### src/common/adc_scan_params.svh
`ifndef ADC_SCAN_PARAMS_SVH
`define ADC_SCAN_PARAMS_SVH

// Register offsets (4-bit register address).
`define ADC_REG_RESULT 4'h0
`define ADC_REG_POWER 4'h1
`define ADC_REG_GAIN 4'h3
`define ADC_REG_MODE 4'h4
`define ADC_REG_INPUT_SEL 4'h6
`define ADC_REG_SCAN 4'h7
`define ADC_REG_INTERVAL 4'h8
`define ADC_REG_TRIM 4'h9

// Field positions.
`define ADC_POWER_LSB 0
`define ADC_GAIN_LSB 0
`define ADC_AZ_SWAP_BIT 3
`define ADC_REPEAT_LSB 0
`define ADC_LAYOUT_LSB 2
`define ADC_SCAN_PAUSE_LSB 20

// Reset values.
`define ADC_POWER_RST 2'h0
`define ADC_REPEAT_RST 2'h0
`define ADC_LAYOUT_RST 2'h0
`define ADC_GAIN_RST 3'h1
`define ADC_INPUT_SEL_RST 8'h01
`define ADC_MASK_RST 16'h0000
`define ADC_PAUSE_RST 3'h0
`define ADC_INTERVAL_RST 24'h000000
`define ADC_TRIM_RST 16'h0000

// Power state and mode codes.
`define ADC_PWR_SHUTDOWN 2'h0
`define ADC_PWR_STANDBY 2'h2
`define ADC_PWR_CONVERT 2'h3
`define ADC_REPEAT_CONT 2'h3
`define ADC_LAYOUT_TAGGED 2'h3

// Gain codes forced on monitor channels.
`define ADC_GAIN_THIRD 3'h0
`define ADC_GAIN_UNITY 3'h1

// Selector codes of the monitor channels.
`define ADC_SEL_OFFSET 8'h88
`define ADC_SEL_COMMON 8'hf8
`define ADC_SEL_SUPPLY 8'h98
`define ADC_SEL_TEMP 8'hde

// Timing counts in clock periods.
`define ADC_PAUSE_UNIT 24'h000008
`define ADC_CONV_CYCLES 24'h000100

`endif

### src/common/adc_scan_pkg.sv
package adc_scan_pkg;

  typedef enum logic [2:0] {
    ST_IDLE,
    ST_CONVERT,
    ST_PUSH,
    ST_PAUSE,
    ST_INTERVAL
  } seq_state_t;

endpackage

### src/rtl/adc_scan_sequencer.sv
`timescale 1ns/1ps
`include "adc_scan_params.svh"
module adc_scan_sequencer #(
  parameter logic [15:0] CHANNEL_AVAIL = 16'hffff,
  parameter logic [23:0] CONV_CYCLES = `ADC_CONV_CYCLES,
  parameter int FIFO_DEPTH = 8
) (
  // Clock and reset
  input wire logic clk_sys_i,
  input wire logic reset_n_i,
  // Register port
  input wire logic reg_wr_i,
  input wire logic reg_rd_i,
  input wire logic [3:0] reg_addr_i,
  input wire logic [23:0] reg_wdata_i,
  output logic [23:0] reg_rdata_o,
  output logic data_ready_o,
  // Converter control
  output logic conv_start_o,
  output logic [1:0] power_mode_o,
  output logic [7:0] input_sel_o,
  output logic [2:0] gain_sel_o,
  output logic temp_diodes_o,
  output logic offset_short_o,
  input wire logic [15:0] conv_data_i
);
  generate
    if (CONV_CYCLES == 24'h0 || CONV_CYCLES > 24'h7fffff) begin : g_bad_conv
      $error("CONV_CYCLES must lie between 1 and 0x7fffff");
    end
  endgenerate

  typedef struct packed {
    adc_scan_pkg::seq_state_t st;
    logic [1:0] power;
    logic [1:0] repeat_sel;
    logic [1:0] layout;
    logic [2:0] gain;
    logic az_swap;
    logic [7:0] in_sel;
    logic [15:0] mask;
    logic [2:0] pause_code;
    logic [23:0] interval;
    logic [15:0] trim;
    logic [23:0] cnt;
    logic [3:0] chan;
    logic scanning;
    logic [23:0] push_data;
    logic [23:0] result;
    logic result_valid;
    logic [23:0] rdata;
    logic data_ready;
    logic conv_start;
    logic [1:0] power_mode;
    logic [7:0] sel_out;
    logic [2:0] gain_out;
    logic temp_out;
    logic short_out;
  } seq_regs_t;

  seq_regs_t q;
  seq_regs_t next_q;

  logic fifo_in_ready;
  logic fifo_out_valid;
  logic fifo_pop;
  logic [23:0] fifo_out_data;
  logic [4:0] pick_limit;
  logic pick_found;
  logic [3:0] pick_index;
  logic [7:0] pick_sel;
  logic pick_force;
  logic [2:0] pick_gain;
  logic pick_temp;
  logic pick_short;
  logic [15:0] trimmed;
  logic [23:0] conv_len;
  logic [23:0] pause_len;
  logic launch;

  scan_result_fifo #(
    .WIDTH(24),
    .DEPTH(FIFO_DEPTH)
  ) u_fifo (
    .clk_sys_i(clk_sys_i),
    .reset_n_i(reset_n_i),
    .in_valid_i(q.st == adc_scan_pkg::ST_PUSH),
    .in_ready_o(fifo_in_ready),
    .in_data_i(q.push_data),
    .out_valid_o(fifo_out_valid),
    .out_ready_i(fifo_pop),
    .out_data_o(fifo_out_data)
  );

  scan_channel_pick u_pick (
    .mask_i(q.mask),
    .limit_i(pick_limit),
    .found_o(pick_found),
    .index_o(pick_index),
    .sel_code_o(pick_sel),
    .force_gain_o(pick_force),
    .gain_code_o(pick_gain),
    .temp_en_o(pick_temp),
    .short_en_o(pick_short)
  );

  // In the push state look below the channel just converted; a launch starts from the top.
  assign launch = (q.st == adc_scan_pkg::ST_INTERVAL && q.cnt == 24'h0) ||
                  (reg_wr_i && reg_addr_i == `ADC_REG_POWER &&
                   reg_wdata_i[`ADC_POWER_LSB +: 2] == `ADC_PWR_CONVERT);
  assign pick_limit = (q.st == adc_scan_pkg::ST_PUSH && !launch) ? {1'b0, q.chan}
                                                                   : 5'h10;
  assign trimmed = conv_data_i + q.trim;
  assign conv_len = q.az_swap ? 24'(CONV_CYCLES << 1) : CONV_CYCLES;
  assign pause_len = (q.pause_code == 3'h0) ? 24'h0 :
                     24'(`ADC_PAUSE_UNIT << (q.pause_code - 3'h1));
  assign fifo_pop = fifo_out_valid && !q.result_valid;

  always_comb begin
    next_q = q;
    next_q.data_ready = 1'b0;
    next_q.conv_start = 1'b0;

    // Result register is loaded from the buffer when empty; reading it frees it.
    if (reg_rd_i && reg_addr_i == `ADC_REG_RESULT) begin
      next_q.result_valid = 1'b0;
    end
    if (fifo_pop) begin
      next_q.result = fifo_out_data;
      next_q.result_valid = 1'b1;
      next_q.data_ready = 1'b1;
    end

    // Sequencer.
    case (q.st)
      adc_scan_pkg::ST_IDLE: begin
      end
      adc_scan_pkg::ST_CONVERT: begin
        next_q.cnt = q.cnt - 24'h1;
        if (q.cnt == 24'h1) begin
          next_q.st = adc_scan_pkg::ST_PUSH;
          if (q.layout == `ADC_LAYOUT_TAGGED) begin
            next_q.push_data = {q.chan, {4{trimmed[15]}}, trimmed};
          end else begin
            next_q.push_data = {{8{trimmed[15]}}, trimmed};
          end
        end
      end
      adc_scan_pkg::ST_PUSH: begin
        // A full buffer stalls the sequencer until the host drains it.
        if (fifo_in_ready) begin
          if (q.scanning && pick_found && q.mask != 16'h0) begin
            next_q.chan = pick_index;
            next_q.sel_out = pick_sel;
            next_q.gain_out = pick_force ? pick_gain : q.gain;
            next_q.temp_out = pick_temp;
            next_q.short_out = pick_short;
            if (pause_len == 24'h0) begin
              next_q.st = adc_scan_pkg::ST_CONVERT;
              next_q.conv_start = 1'b1;
              next_q.cnt = conv_len;
            end else begin
              next_q.st = adc_scan_pkg::ST_PAUSE;
              next_q.cnt = pause_len;
              next_q.power_mode = `ADC_PWR_STANDBY;
            end
          end else if (q.repeat_sel == `ADC_REPEAT_CONT) begin
            next_q.st = adc_scan_pkg::ST_INTERVAL;
            next_q.cnt = q.scanning ? q.interval : 24'h0;
            next_q.power_mode = `ADC_PWR_STANDBY;
          end else begin
            next_q.st = adc_scan_pkg::ST_IDLE;
            next_q.scanning = 1'b0;
            next_q.power = (q.repeat_sel == `ADC_PWR_STANDBY) ? `ADC_PWR_STANDBY
                                                               : `ADC_PWR_SHUTDOWN;
            next_q.power_mode = next_q.power;
          end
        end
      end
      adc_scan_pkg::ST_PAUSE: begin
        next_q.cnt = q.cnt - 24'h1;
        if (q.cnt == 24'h1) begin
          next_q.st = adc_scan_pkg::ST_CONVERT;
          next_q.conv_start = 1'b1;
          next_q.cnt = conv_len;
          next_q.power_mode = `ADC_PWR_CONVERT;
        end
      end
      adc_scan_pkg::ST_INTERVAL: begin
        next_q.cnt = q.cnt - 24'h1;
        if (q.cnt == 24'h0) begin
          next_q.st = adc_scan_pkg::ST_IDLE;
          next_q.power = `ADC_PWR_CONVERT;
        end
      end
      default: begin
        next_q.st = adc_scan_pkg::ST_IDLE;
      end
    endcase

    // Launch a cycle or a single conversion; the interval end relaunches here too.
    if (launch) begin
      next_q.power = `ADC_PWR_CONVERT;
      next_q.power_mode = `ADC_PWR_CONVERT;
      next_q.conv_start = 1'b1;
      next_q.cnt = conv_len;
      next_q.st = adc_scan_pkg::ST_CONVERT;
      if (q.mask != 16'h0) begin
        next_q.scanning = 1'b1;
        next_q.chan = pick_index;
        next_q.sel_out = pick_sel;
        next_q.gain_out = pick_force ? pick_gain : q.gain;
        next_q.temp_out = pick_temp;
        next_q.short_out = pick_short;
      end else begin
        next_q.scanning = 1'b0;
        next_q.chan = 4'h0;
        next_q.sel_out = q.in_sel;
        next_q.gain_out = q.gain;
        next_q.temp_out = 1'b0;
        next_q.short_out = 1'b0;
      end
    end else if (reg_wr_i && reg_addr_i == `ADC_REG_POWER) begin
      // Any other power code aborts the running work, unless the interval ends in that cycle; the relaunch then wins.
      next_q.power = reg_wdata_i[`ADC_POWER_LSB +: 2];
      next_q.power_mode = reg_wdata_i[`ADC_POWER_LSB +: 2];
      next_q.st = adc_scan_pkg::ST_IDLE;
      next_q.scanning = 1'b0;
      next_q.conv_start = 1'b0;
    end

    // Plain register writes; none of these restarts a conversion.
    if (reg_wr_i) begin
      case (reg_addr_i)
        `ADC_REG_GAIN: begin
          next_q.gain = reg_wdata_i[`ADC_GAIN_LSB +: 3];
          next_q.az_swap = reg_wdata_i[`ADC_AZ_SWAP_BIT];
        end
        `ADC_REG_MODE: begin
          next_q.repeat_sel = reg_wdata_i[`ADC_REPEAT_LSB +: 2];
          next_q.layout = reg_wdata_i[`ADC_LAYOUT_LSB +: 2];
        end
        `ADC_REG_INPUT_SEL: begin
          next_q.in_sel = reg_wdata_i[7:0];
        end
        `ADC_REG_SCAN: begin
          next_q.mask = reg_wdata_i[15:0] & CHANNEL_AVAIL;
          next_q.pause_code = reg_wdata_i[`ADC_SCAN_PAUSE_LSB +: 3];
        end
        `ADC_REG_INTERVAL: begin
          next_q.interval = reg_wdata_i;
        end
        `ADC_REG_TRIM: begin
          next_q.trim = reg_wdata_i[15:0];
        end
        default: begin
        end
      endcase
    end

    // Read data appear one cycle after the read strobe.
    if (reg_rd_i) begin
      case (reg_addr_i)
        `ADC_REG_RESULT: next_q.rdata = q.result;
        `ADC_REG_POWER: next_q.rdata = {22'h0, q.power};
        `ADC_REG_GAIN: next_q.rdata = {20'h0, q.az_swap, q.gain};
        `ADC_REG_MODE: next_q.rdata = {20'h0, q.layout, q.repeat_sel};
        `ADC_REG_INPUT_SEL: next_q.rdata = {16'h0, q.in_sel};
        `ADC_REG_SCAN: next_q.rdata = {1'b0, q.pause_code, 4'h0, q.mask};
        `ADC_REG_INTERVAL: next_q.rdata = q.interval;
        `ADC_REG_TRIM: next_q.rdata = {8'h0, q.trim};
        default: next_q.rdata = 24'h0;
      endcase
    end
  end

  always_ff @(posedge clk_sys_i) begin
    if (!reset_n_i) begin
      q <= '0;
      q.st <= adc_scan_pkg::ST_IDLE;
      q.power <= `ADC_POWER_RST;
      q.power_mode <= `ADC_POWER_RST;
      q.repeat_sel <= `ADC_REPEAT_RST;
      q.layout <= `ADC_LAYOUT_RST;
      q.gain <= `ADC_GAIN_RST;
      q.gain_out <= `ADC_GAIN_RST;
      q.in_sel <= `ADC_INPUT_SEL_RST;
      q.mask <= `ADC_MASK_RST;
      q.pause_code <= `ADC_PAUSE_RST;
      q.interval <= `ADC_INTERVAL_RST;
      q.trim <= `ADC_TRIM_RST;
    end else begin
      q <= next_q;
    end
  end

  assign reg_rdata_o = q.rdata;
  assign data_ready_o = q.data_ready;
  assign conv_start_o = q.conv_start;
  assign power_mode_o = q.power_mode;
  assign input_sel_o = q.sel_out;
  assign gain_sel_o = q.gain_out;
  assign temp_diodes_o = q.temp_out;
  assign offset_short_o = q.short_out;
endmodule // adc_scan_sequencer

### src/rtl/scan_result_fifo.sv
`timescale 1ns/1ps
module scan_result_fifo #(
  parameter int WIDTH = 24,
  parameter int DEPTH = 8
) (
  // Clock and reset
  input wire logic clk_sys_i,
  input wire logic reset_n_i,
  // Fill side
  input wire logic in_valid_i,
  output logic in_ready_o,
  input wire logic [WIDTH-1:0] in_data_i,
  // Drain side
  output logic out_valid_o,
  input wire logic out_ready_i,
  output logic [WIDTH-1:0] out_data_o
);
  localparam int AW = $clog2(DEPTH);

  generate
    if (DEPTH < 2 || (1 << AW) != DEPTH) begin : g_bad_depth
      $error("scan_result_fifo depth must be a power of two of at least 2");
    end
  endgenerate

  typedef struct packed {
    logic [DEPTH-1:0][WIDTH-1:0] mem;
    logic [WIDTH-1:0] head;
    logic [AW-1:0] wr_ptr;
    logic [AW-1:0] rd_ptr;
    logic [AW:0] count;
  } fifo_regs_t;

  fifo_regs_t q;
  fifo_regs_t next_q;
  logic do_wr;
  logic do_rd;
  logic [AW-1:0] rd_next;

  assign in_ready_o = (q.count != (AW+1)'(DEPTH));
  assign out_valid_o = (q.count != '0);
  assign do_wr = in_valid_i && in_ready_o;
  assign do_rd = out_valid_o && out_ready_i;
  assign rd_next = q.rd_ptr + AW'(do_rd);
  assign out_data_o = q.head;

  always_comb begin
    next_q = q;
    if (do_wr) begin
      next_q.mem[q.wr_ptr] = in_data_i;
      next_q.wr_ptr = q.wr_ptr + 1'b1;
    end
    if (do_rd) begin
      next_q.rd_ptr = q.rd_ptr + 1'b1;
    end
    next_q.count = q.count + (AW+1)'(do_wr) - (AW+1)'(do_rd);
    // The head is taken after the write, so a word entering a draining buffer shows at once.
    next_q.head = next_q.mem[rd_next];
  end

  always_ff @(posedge clk_sys_i) begin
    if (!reset_n_i) begin
      q <= '0;
    end else begin
      q <= next_q;
    end
  end
endmodule // scan_result_fifo

### src/rtl/scan_channel_pick.sv
`timescale 1ns/1ps
`include "adc_scan_params.svh"
module scan_channel_pick (
  // Query
  input wire logic [15:0] mask_i,
  input wire logic [4:0] limit_i,
  // Answer
  output logic found_o,
  output logic [3:0] index_o,
  output logic [7:0] sel_code_o,
  output logic force_gain_o,
  output logic [2:0] gain_code_o,
  output logic temp_en_o,
  output logic short_en_o
);
  logic [15:0] below;
  logic [3:0] idx [17];
  logic hit [17];

  // Only bits strictly below the limit take part; the highest wins.
  genvar g;
  assign hit[0] = 1'b0;
  assign idx[0] = 4'h0;
  generate
    for (g = 0; g < 16; g++) begin : g_bit
      assign below[g] = mask_i[g] && (5'(g) < limit_i);
      assign hit[g+1] = hit[g] || below[g];
      assign idx[g+1] = below[g] ? 4'(g) : idx[g];
    end
  endgenerate

  assign found_o = hit[16];
  assign index_o = idx[16];

  always_comb begin
    force_gain_o = 1'b0;
    gain_code_o = `ADC_GAIN_UNITY;
    temp_en_o = 1'b0;
    short_en_o = 1'b0;
    case (index_o)
      4'hf: begin
        sel_code_o = `ADC_SEL_OFFSET;
        short_en_o = 1'b1;
      end
      4'he: begin
        sel_code_o = `ADC_SEL_COMMON;
        force_gain_o = 1'b1;
      end
      4'hd: begin
        sel_code_o = `ADC_SEL_SUPPLY;
        force_gain_o = 1'b1;
        gain_code_o = `ADC_GAIN_THIRD;
      end
      4'hc: begin
        sel_code_o = `ADC_SEL_TEMP;
        force_gain_o = 1'b1;
        temp_en_o = 1'b1;
      end
      4'hb, 4'ha, 4'h9, 4'h8: begin
        sel_code_o = {1'b0, index_o[1:0], 1'b0, 1'b0, index_o[1:0], 1'b1};
      end
      default: begin
        sel_code_o = {1'b0, index_o[2:0], 4'h8};
      end
    endcase
  end
endmodule // scan_channel_pick

### config.mk
export PLATFORM = sky130hd
export DESIGN_NAME = adc_scan_sequencer
export DESIGN_NICKNAME = d
export VERILOG_FILES = /design/src/common/adc_scan_pkg.sv /design/src/rtl/adc_scan_sequencer.sv /design/src/rtl/scan_result_fifo.sv /design/src/rtl/scan_channel_pick.sv
export VERILOG_INCLUDE_DIRS = /design/src /design/src/common
export SDC_FILE = /design/constraint.sdc
export NUM_CORES = 1
export LEC_CHECK = 0
export ABC_AREA = 1
export BUFFER_PORTS_ARGS = -buffer_cell sky130_fd_sc_hd__buf_2
export CORE_MARGIN = 2
export CORE_UTILIZATION = 35
export CTS_BUF_LIST = sky130_fd_sc_hd__clkbuf_8
export DETAILED_ROUTE_END_ITERATION = 6
export GPL_ROUTABILITY_DRIVEN = 0
export RECOVER_POWER = 50
export SLEW_MARGIN = 20
export SYNTH_ARGS = -nofsm -noshare
export SYNTH_HDL_FRONTEND = slang
export SYNTH_SLANG_ARGS = --single-unit
### constraint.sdc
create_clock -name clk_sys_i -period 3.7 [get_ports clk_sys_i]
set_clock_uncertainty 0.2 [all_clocks]
set_input_delay 0.37 -clock clk_sys_i [delete_from_list [all_inputs] [get_ports clk_sys_i]]
set_output_delay 0.37 -clock clk_sys_i [all_outputs]
set_load 0.005 [all_outputs]
==> results of run 1 <==
-- worst paths after layout --
kind,startpoint,to,slack [ps],depth (start not counted)
setup / recovery,q[197],u_fifo.out_data_o[23],370,17
hold / removal,conv_data_i[12],q[79],50,5
setup reg to reg,q[197],u_fifo.out_data_o[23],370,17
hold reg to reg,u_fifo.out_data_o[17],q[59],250,2
-- where the power goes --
| group | switching, W | internal, W |
|---|---|---|
| Combinational | 0.00267 | 0.00139 |
| Sequential | 0.000164 | 0.00482 |
| Clock | 0.00203 | 0.00232 |
-- layout make-up --
class | instances | area [µm²]
Multi-Input combinational cell | 1853 | 9507
Tap cell | 765 | 957.2
Inverter | 393 | 1488
Timing Repair Buffer | 172 | 1181
Clock buffer | 88 | 1211
Fill cell | 6079 | 34540
Clock inverter | 45 | 270.3
Sequential cell | 421 | 8428
-- cell usage after synthesis (2+ instances only) --
library cell  number
o2111ai_1          5
a211oi_1           3
nand3_1           66
nor4_1             4
nor3_1            12
o31ai_1            5
buf_4             40
o22ai_1           38
a211oi_2           4
buf_1              6
ha_1              28
o21a_1            99
a311oi_1           3
fa_1               2
a221oi_1           4
xnor2_1           11
nand2_2            9
o21ai_0          324
clkinv_1           7
buf_2             21
inv_2             10
buf_6              4
dfxtp_1          421
o221ai_1           5
nor2_8             2
nor2_4             8
a31oi_1           36
a22oi_1            3
clkbuf_1         131
xor2_1            16
o21ai_1           13
nor2_2             6
nand2_1          455
o311ai_0           5
or2_2              2
nor2_1           356
o211ai_1          58
inv_1            375
nand4_1           18
a21oi_1          239
-- metal layers --
| metal | vias up | track usage [%] | wire length, µm |
|---|---|---|---|
| li1 | 9467 | - | - |
| met1 | 8655 | 28.25 | 29080 |
| met2 | 566 | 31.45 | 27470 |
| met3 | 104 | 3.291 | 3565 |
| met4 | 0 | 6.295 | 1680 |
| met5 | - | 0 | 0 |
-- critical path, stage by stage (launching register included) --
cell     delay (ps)
dfxtp_1         370
inv_1           130
nor2_4          130
inv_1           110
nor2_4          180
inv_1           140
nor2_4          120
inv_2            80
nor2_1          130
inv_2            50
nor2_1          120
inv_1           160
buf_12          210
o21ai_0         220
o21ai_0         110
o22ai_1         160
o21ai_0          90
a31oi_1         460
-- state kept, by name, indices dropped and copies added (netlist names), 2 cells and up --
register           flops
gain_sel_o             3
input_sel_o            8
reg_rdata_o           24
q                    154
u_fifo.q             202
u_fifo.out_data_o     24
power_mode_o           2
-- metrics by stage --
step / hold WS [ps] / total power, W / std cells / worst slack, ps
floorplan: 229.7 / 0.007866 / 2870 / 843.1
global placement: 235.6 / 0.009076 / 3576 / 463.3
detailed placement: 241.3 / 0.009092 / 3576 / 432.7
CTS: 6.455 / 0.01346 / 3737 / 525.7
global route: 50.29 / 0.01421 / 3737 / 76.58
finish: 45.96 / 0.01339 / 3737 / 368.3
-- cells by family (layout without fill, tap and decap cells) --
family	Yosys count	count (layout)	share of synthesized area [%]
flip-flops	421	421	41.42
adder cells (fa/ha/maj)	30	30	1.918
buffers and inverters	596	698	12.04
XOR/XNOR	27	27	1.162
AO/OA/AOI/OAI	854	854	24.41
AND/OR/NAND/NOR	942	942	19.05
==> results.md, run 1 <==
- Placement Cell Area: approximately 21000 µm²
- Setup_tns: 0 ps
- DIE AREA: 60090 µm²
- Initial DRC Count: 1615
- CTS Buf Count: approximately 70
- Vias in the first global route: 16.86k
- Post-Route WL: a little over 60 mm
- Worst path required time: 3980 ps
- Min Tclk post-route: 3332 ps
- Final Hold Viols: 0
- Share of cells above drive strength 1: 8.681%
- Yosys warns: 0
- Power per Cell Area: between 500 and 600 nW/µm²
- Ys async rst share: 0%
- Most common cell after layout, fill and taps aside: nand2_1
- # rows: 88
- Drc violations: 0
- Fin util: between 40% and 50%
- Via count: between 15k and 20k
- Hold buffer count at cts: 28
- Crit share post-route: 90.05%
- Max Root-Sink Buffers: 3
- Netlist Area Pre-Place: just over 20000 µm²
- Register area share after synthesis: 41.42%
- TritonCTS clock tree: built
- Top post-synthesis cells by area: dfxtp_1, nand2_1, o21ai_0, inv_1, nor2_1
- IO Pins: 89
- Pre-antenna DRT Iters: 5
- Failing checks: capacitance limit, slew limit
- Post-synth top area share: around two fifths
- # H-tree levels: 3
- CP Max Fanout: 38
- Initial antenna violation count: 0
- LEAKAGE: 8.887 nW
- Final nets: 2991
- Placeable Area: 57590 µm²
- Mapped Cells: 2870
- Worst slew pin tran: approximately 1600 ps
- Post-CTS Resized: 0
- Hpwl dp: 40.97 mm
- F_max: between 0.3 and 0.4 GHz
- Final ANT Viol Nets: 0
- Clock transition at path regs: 60 ps
- Syn_area_per_cell: 7.090 µm²
- Slew headroom: -3.927%
- Post-route cell area: 23040 µm²
- Final Setup Violations: 0
- Clk sink count: ~420
- Cell taking the most area after synthesis: dfxtp_1
- Syn_nets: 2948
- Die Span Y: 245.1 µm
- Fin. max-slew vios: 39
- RSZ-0062 raised after global routing: false
- Pin count of the biggest net entering global routing: 136
- Grt ovf: 0
- Drt wl/cell: about 17 µm
- Post-synthesis register bit count: ~420
- CP endpoint kind: flip-flop
- Status: finished with violations
- Die Width: ~250 µm
- Max cap viols: 1
- Number of synthesized flops with an enable pin: 0
- CTS root buffer: clkbuf_8
- I/O Buffers: 88
- N_diodes: 0
- Setup CP Type: flip-flop to flip-flop
- Max VDD drop: just under 600 µV
- Postcts setup bufs: 0
- Top_reg_cell synth: dfxtp_1
- Overall Global Routing Usage: 20.13%
- Unique masters post-synth: 56
- Post-DR vias/cell: around 5
- Initial Util: between 30% and 40%
- First-pass GRT wire length: approximately 96 mm
- Clk Latency, worst-skew pair: approximately 660 ps
- Worst setup SP type: flip-flop
- Area Overhead vs Synth: 13.23%
- Worst hold-check path type: input port to flip-flop
- Critical Path AT: 3610 ps
- Most frequent cells in the layout: nand2_1, dfxtp_1, inv_1
Power figures use the tool's default switching activity.
==> run 2, diff against run 1 <==
- ABC_AREA: 1 -> unset
==> run 2 against run 1 <==
Effect of this change:
- the run still ends with capacitance limit, slew limit left
- total power fell by 10%
- largest cell class unchanged
- largest power group unchanged
- sequential power decreased by 4.6%
- register-to-register slack worse by 120 ps
- via count rose by 4.3%
- combinational power down 27%
- cell count shrank 5.8%
- fmax decreased by 3.7%
- critical path depth down 7
- final area down 0.41%
- critical endpoint is now temp_diodes_o
- routed wire length grew 7.9%
==> results.md, run 2 <==
- Status: finished with violations
- Failing checks: capacitance limit, slew limit
- Area Overhead vs Synth: 12.88%
- Die Width: 245 µm (about the same)
- # H-tree levels: 3 (unchanged)
- Placement Cell Area: 21270 µm² (-0.64%)
- Slew headroom: -42.52% (-39 points)
- Die Span Y: 245 µm (about the same)
- Syn_nets: 2778 (-5.8%)
- Number of synthesized flops with an enable pin: 0 (unchanged)
- Post-DR vias/cell: 5.567 (+11%)
- Post-route cell area: 22950 µm² (-0.41%)
- RSZ-0062 raised after global routing: false
- Hpwl dp: 45.34 mm (+11%)
- Placeable Area: 57590 µm² (unchanged)
- Post-synth top area share: 41.46% (+0.043 points)
- Final ANT Viol Nets: 0 (unchanged)
- Max cap viols: 2 (+1)
- Clock transition at path regs: 70 ps (about the same)
- # rows: 88 (unchanged)
- Netlist Area Pre-Place: 20330 µm² (-0.10%)
- Vias in the first global route: 18.47k (+9.5%)
- Post-Route WL: 66.71 mm (+7.9%)
- Top reg by flops: u_fifo.q
- Largest registers: u_fifo.q (202), q (154)
- Worst slew pin tran: 2138 ps (+578.8 ps)
- Drt wl/cell: 18.95 µm (+15%)
- Most common cell after layout, fill and taps aside: nand2_1
- Most frequent cell after synthesis: nand2_1
- Clk sink count: 421 (unchanged)
- Ys async rst share: 0% (unchanged)
- Top post-synthesis cells by area: dfxtp_1, nand2_1, a21oi_1, clkbuf_1, nor2_1
- Worst setup SP type: input port
- CTS Buf Count: 73 (+1.4%)
- Power per Cell Area: 523.7 nW/µm² (-9.9%)
- Drc violations: 0 (unchanged)
- Cell taking the most area after synthesis: dfxtp_1
- Pre-antenna DRT Iters: 5 (unchanged)
- Final nets: 2781 (-7.0%)
- Fin. max-slew vios: 298 (+660%)
- Critical Path AT: 3850 ps (+240 ps)
- Crit share post-route: 93.51% (+3.5 points)
- Register area share after synthesis: 41.46% (+0.043 points)
- Yosys warns: 0 (unchanged)
- Mapped Cells: 2700 (-5.9%)
- Top_reg_cell synth: dfxtp_1
- Pwr Total: 0.01202 W (-10%)
- Worst hold-check path type: input port to flip-flop
- Most frequent cells in the layout: nand2_1, a21oi_1, dfxtp_1
- Initial antenna violation count: 0 (unchanged)
- Unique masters post-synth: 88 (+57%)
- Commonest cells in the netlist: nand2_1, a21oi_1, dfxtp_1
- Max Root-Sink Buffers: 3 (unchanged)
- Syn_area_per_cell: 7.529 µm² (+6.2%)
- Final hold slack: 82.92 ps (+36.95 ps)
- F_max: 0.2890 GHz (-3.7%)
- Initial DRC Count: 1862 (+15%)
- Fill cell count: 5788 (-4.8%)
- DIE AREA: 60030 µm² (-0.10%)
- Max VDD drop: 487.9 µV (-18%)
- Pin count of the biggest net entering global routing: 208 (+53%)
- Postcts setup bufs: 0 (unchanged)
- IO Pins: 89 (unchanged)
- CP Max Fanout: 14 (-63%)
- First-pass GRT wire length: 104.2 mm (+8.4%)
- Post-synthesis register bit count: 421 (unchanged)
- Setup_tns: 0 ps (unchanged)
- Via count: 19.60k (+4.3%)
- LEAKAGE: 7.891 nW (-11%)
- Share of cells above drive strength 1: 11.11% (+2.4 points)
- Final Setup Violations: 0 (unchanged)
- Clk Latency, worst-skew pair: 660 ps (about the same)
- CTS root buffer: clkbuf_8
- Worst path required time: 4090 ps (+110 ps)
- Initial Util: 35.30% (-0.037 points)
- CP endpoint kind: flip-flop
- Setup CP Type: input port to flip-flop
- Overall Global Routing Usage: 21.91% (+1.8 points)
- Number of flip-flops in the largest register: 202 (unchanged)
- TritonCTS clock tree: built
- Min Tclk post-route: 3460 ps (+128.1 ps)
- I/O Buffers: 88 (unchanged)
- Final Hold Viols: 0 (unchanged)
- Grt ovf: 0 (unchanged)
==> run 2: changes by cell type in the layout (fill, tap and decap cells not counted), moves of 49 or more <==
cell / delta
a21oi_1: +216
inv_1: -359
nand2_1: +192
nor2_1: -178
nor3_1: +74
o211ai_1: -49
o21a_1: -91
o21ai_0: -226
==> run 2: critical path, cell delays in order <==
cell,delay (ps)
dlygate4sd3_1,540
buf_2,220
and4b_1,410
a211o_1,450
a31oi_1,100
o21ai_2,360
nor2_4,140
a21boi_1,810
o2111ai_1,260
a21oi_1,180
==> run 2: path summary, 6_finish.rpt <==
path	from	endpoint	slack [ps]	cells after the start
worst max-delay path	reg_wdata_i[0]	temp_diodes_o	240	10
worst min-delay path	conv_data_i[5]	q[71]	80	5
worst max register to register	q[197]	q[94]	250	8
worst min register to register	u_fifo.out_data_o[13]	q[55]	210	2
==> run 2: metrics by stage <==
stage | utilization [%] | instances | setup WS, ps
finish | 39.85 | 3520 | 240.1
global route | 39.84 | 3519 | 3.945
CTS | 39.97 | 3519 | 280.3
detailed placement | 36.94 | 3365 | 239.5
global placement | 36.94 | 3365 | 273.3
floorplan | - | 2700 | 200.7
==> run 2: logic make-up after synthesis <==
| kind of cell | share of synthesized area, % |
|---|---|
| simple gates | 23.92 |
| compound gates | 22.24 |
| flops | 41.46 |
| buf+inv | 6.136 |
| mux | 3.207 |
| fa+ha+maj | 1.920 |
| xor+xnor | 1.120 |
==> run 2: cell type report <==
type | count | area [µm²] | share of cell area (%)
clock inverter | 29 | 131.4 | 0.5725
sequential | 421 | 8428 | 36.73
inverter | 27 | 102.6 | 0.4471
multi-input combinational | 1995 | 10720 | 46.72
timing repair buffer | 185 | 1269 | 5.529
clock buffer | 97 | 1335 | 5.818
tap | 765 | 957.2 | 4.171
antenna | 1 | 2.502 | 0.01091
==> run 2: where the power goes <==
| group | total [W] | leakage, nW | internal [W] | switching [W] |
|---|---|---|---|---|
| combinational | 0.00298 | 3.66 | 0.00115 | 0.00182 |
| sequential | 0.00475 | 3.40 | 0.00466 | 0.0000902 |
| clock | 0.00429 | 0.830 | 0.00233 | 0.00195 |
==> run 2: layer usage <==
layer  track usage, %  share of wire (%)  wire length [µm]  vias up
li1                 -                  -                 -     9384
met1            27.34                 41             27600     9284
met2            36.41                 47             31410      775
met3            3.903                7.3              4887      154
met4            10.78                4.2              2813        0
met5                0                  0                 0        -
==> run 2: repair_timing <==
action	CTS	global route
resized for setup	0	2
setup endpoints to repair	0	4
hold buffers	28	0
endpoints found under the hold margin	79	0
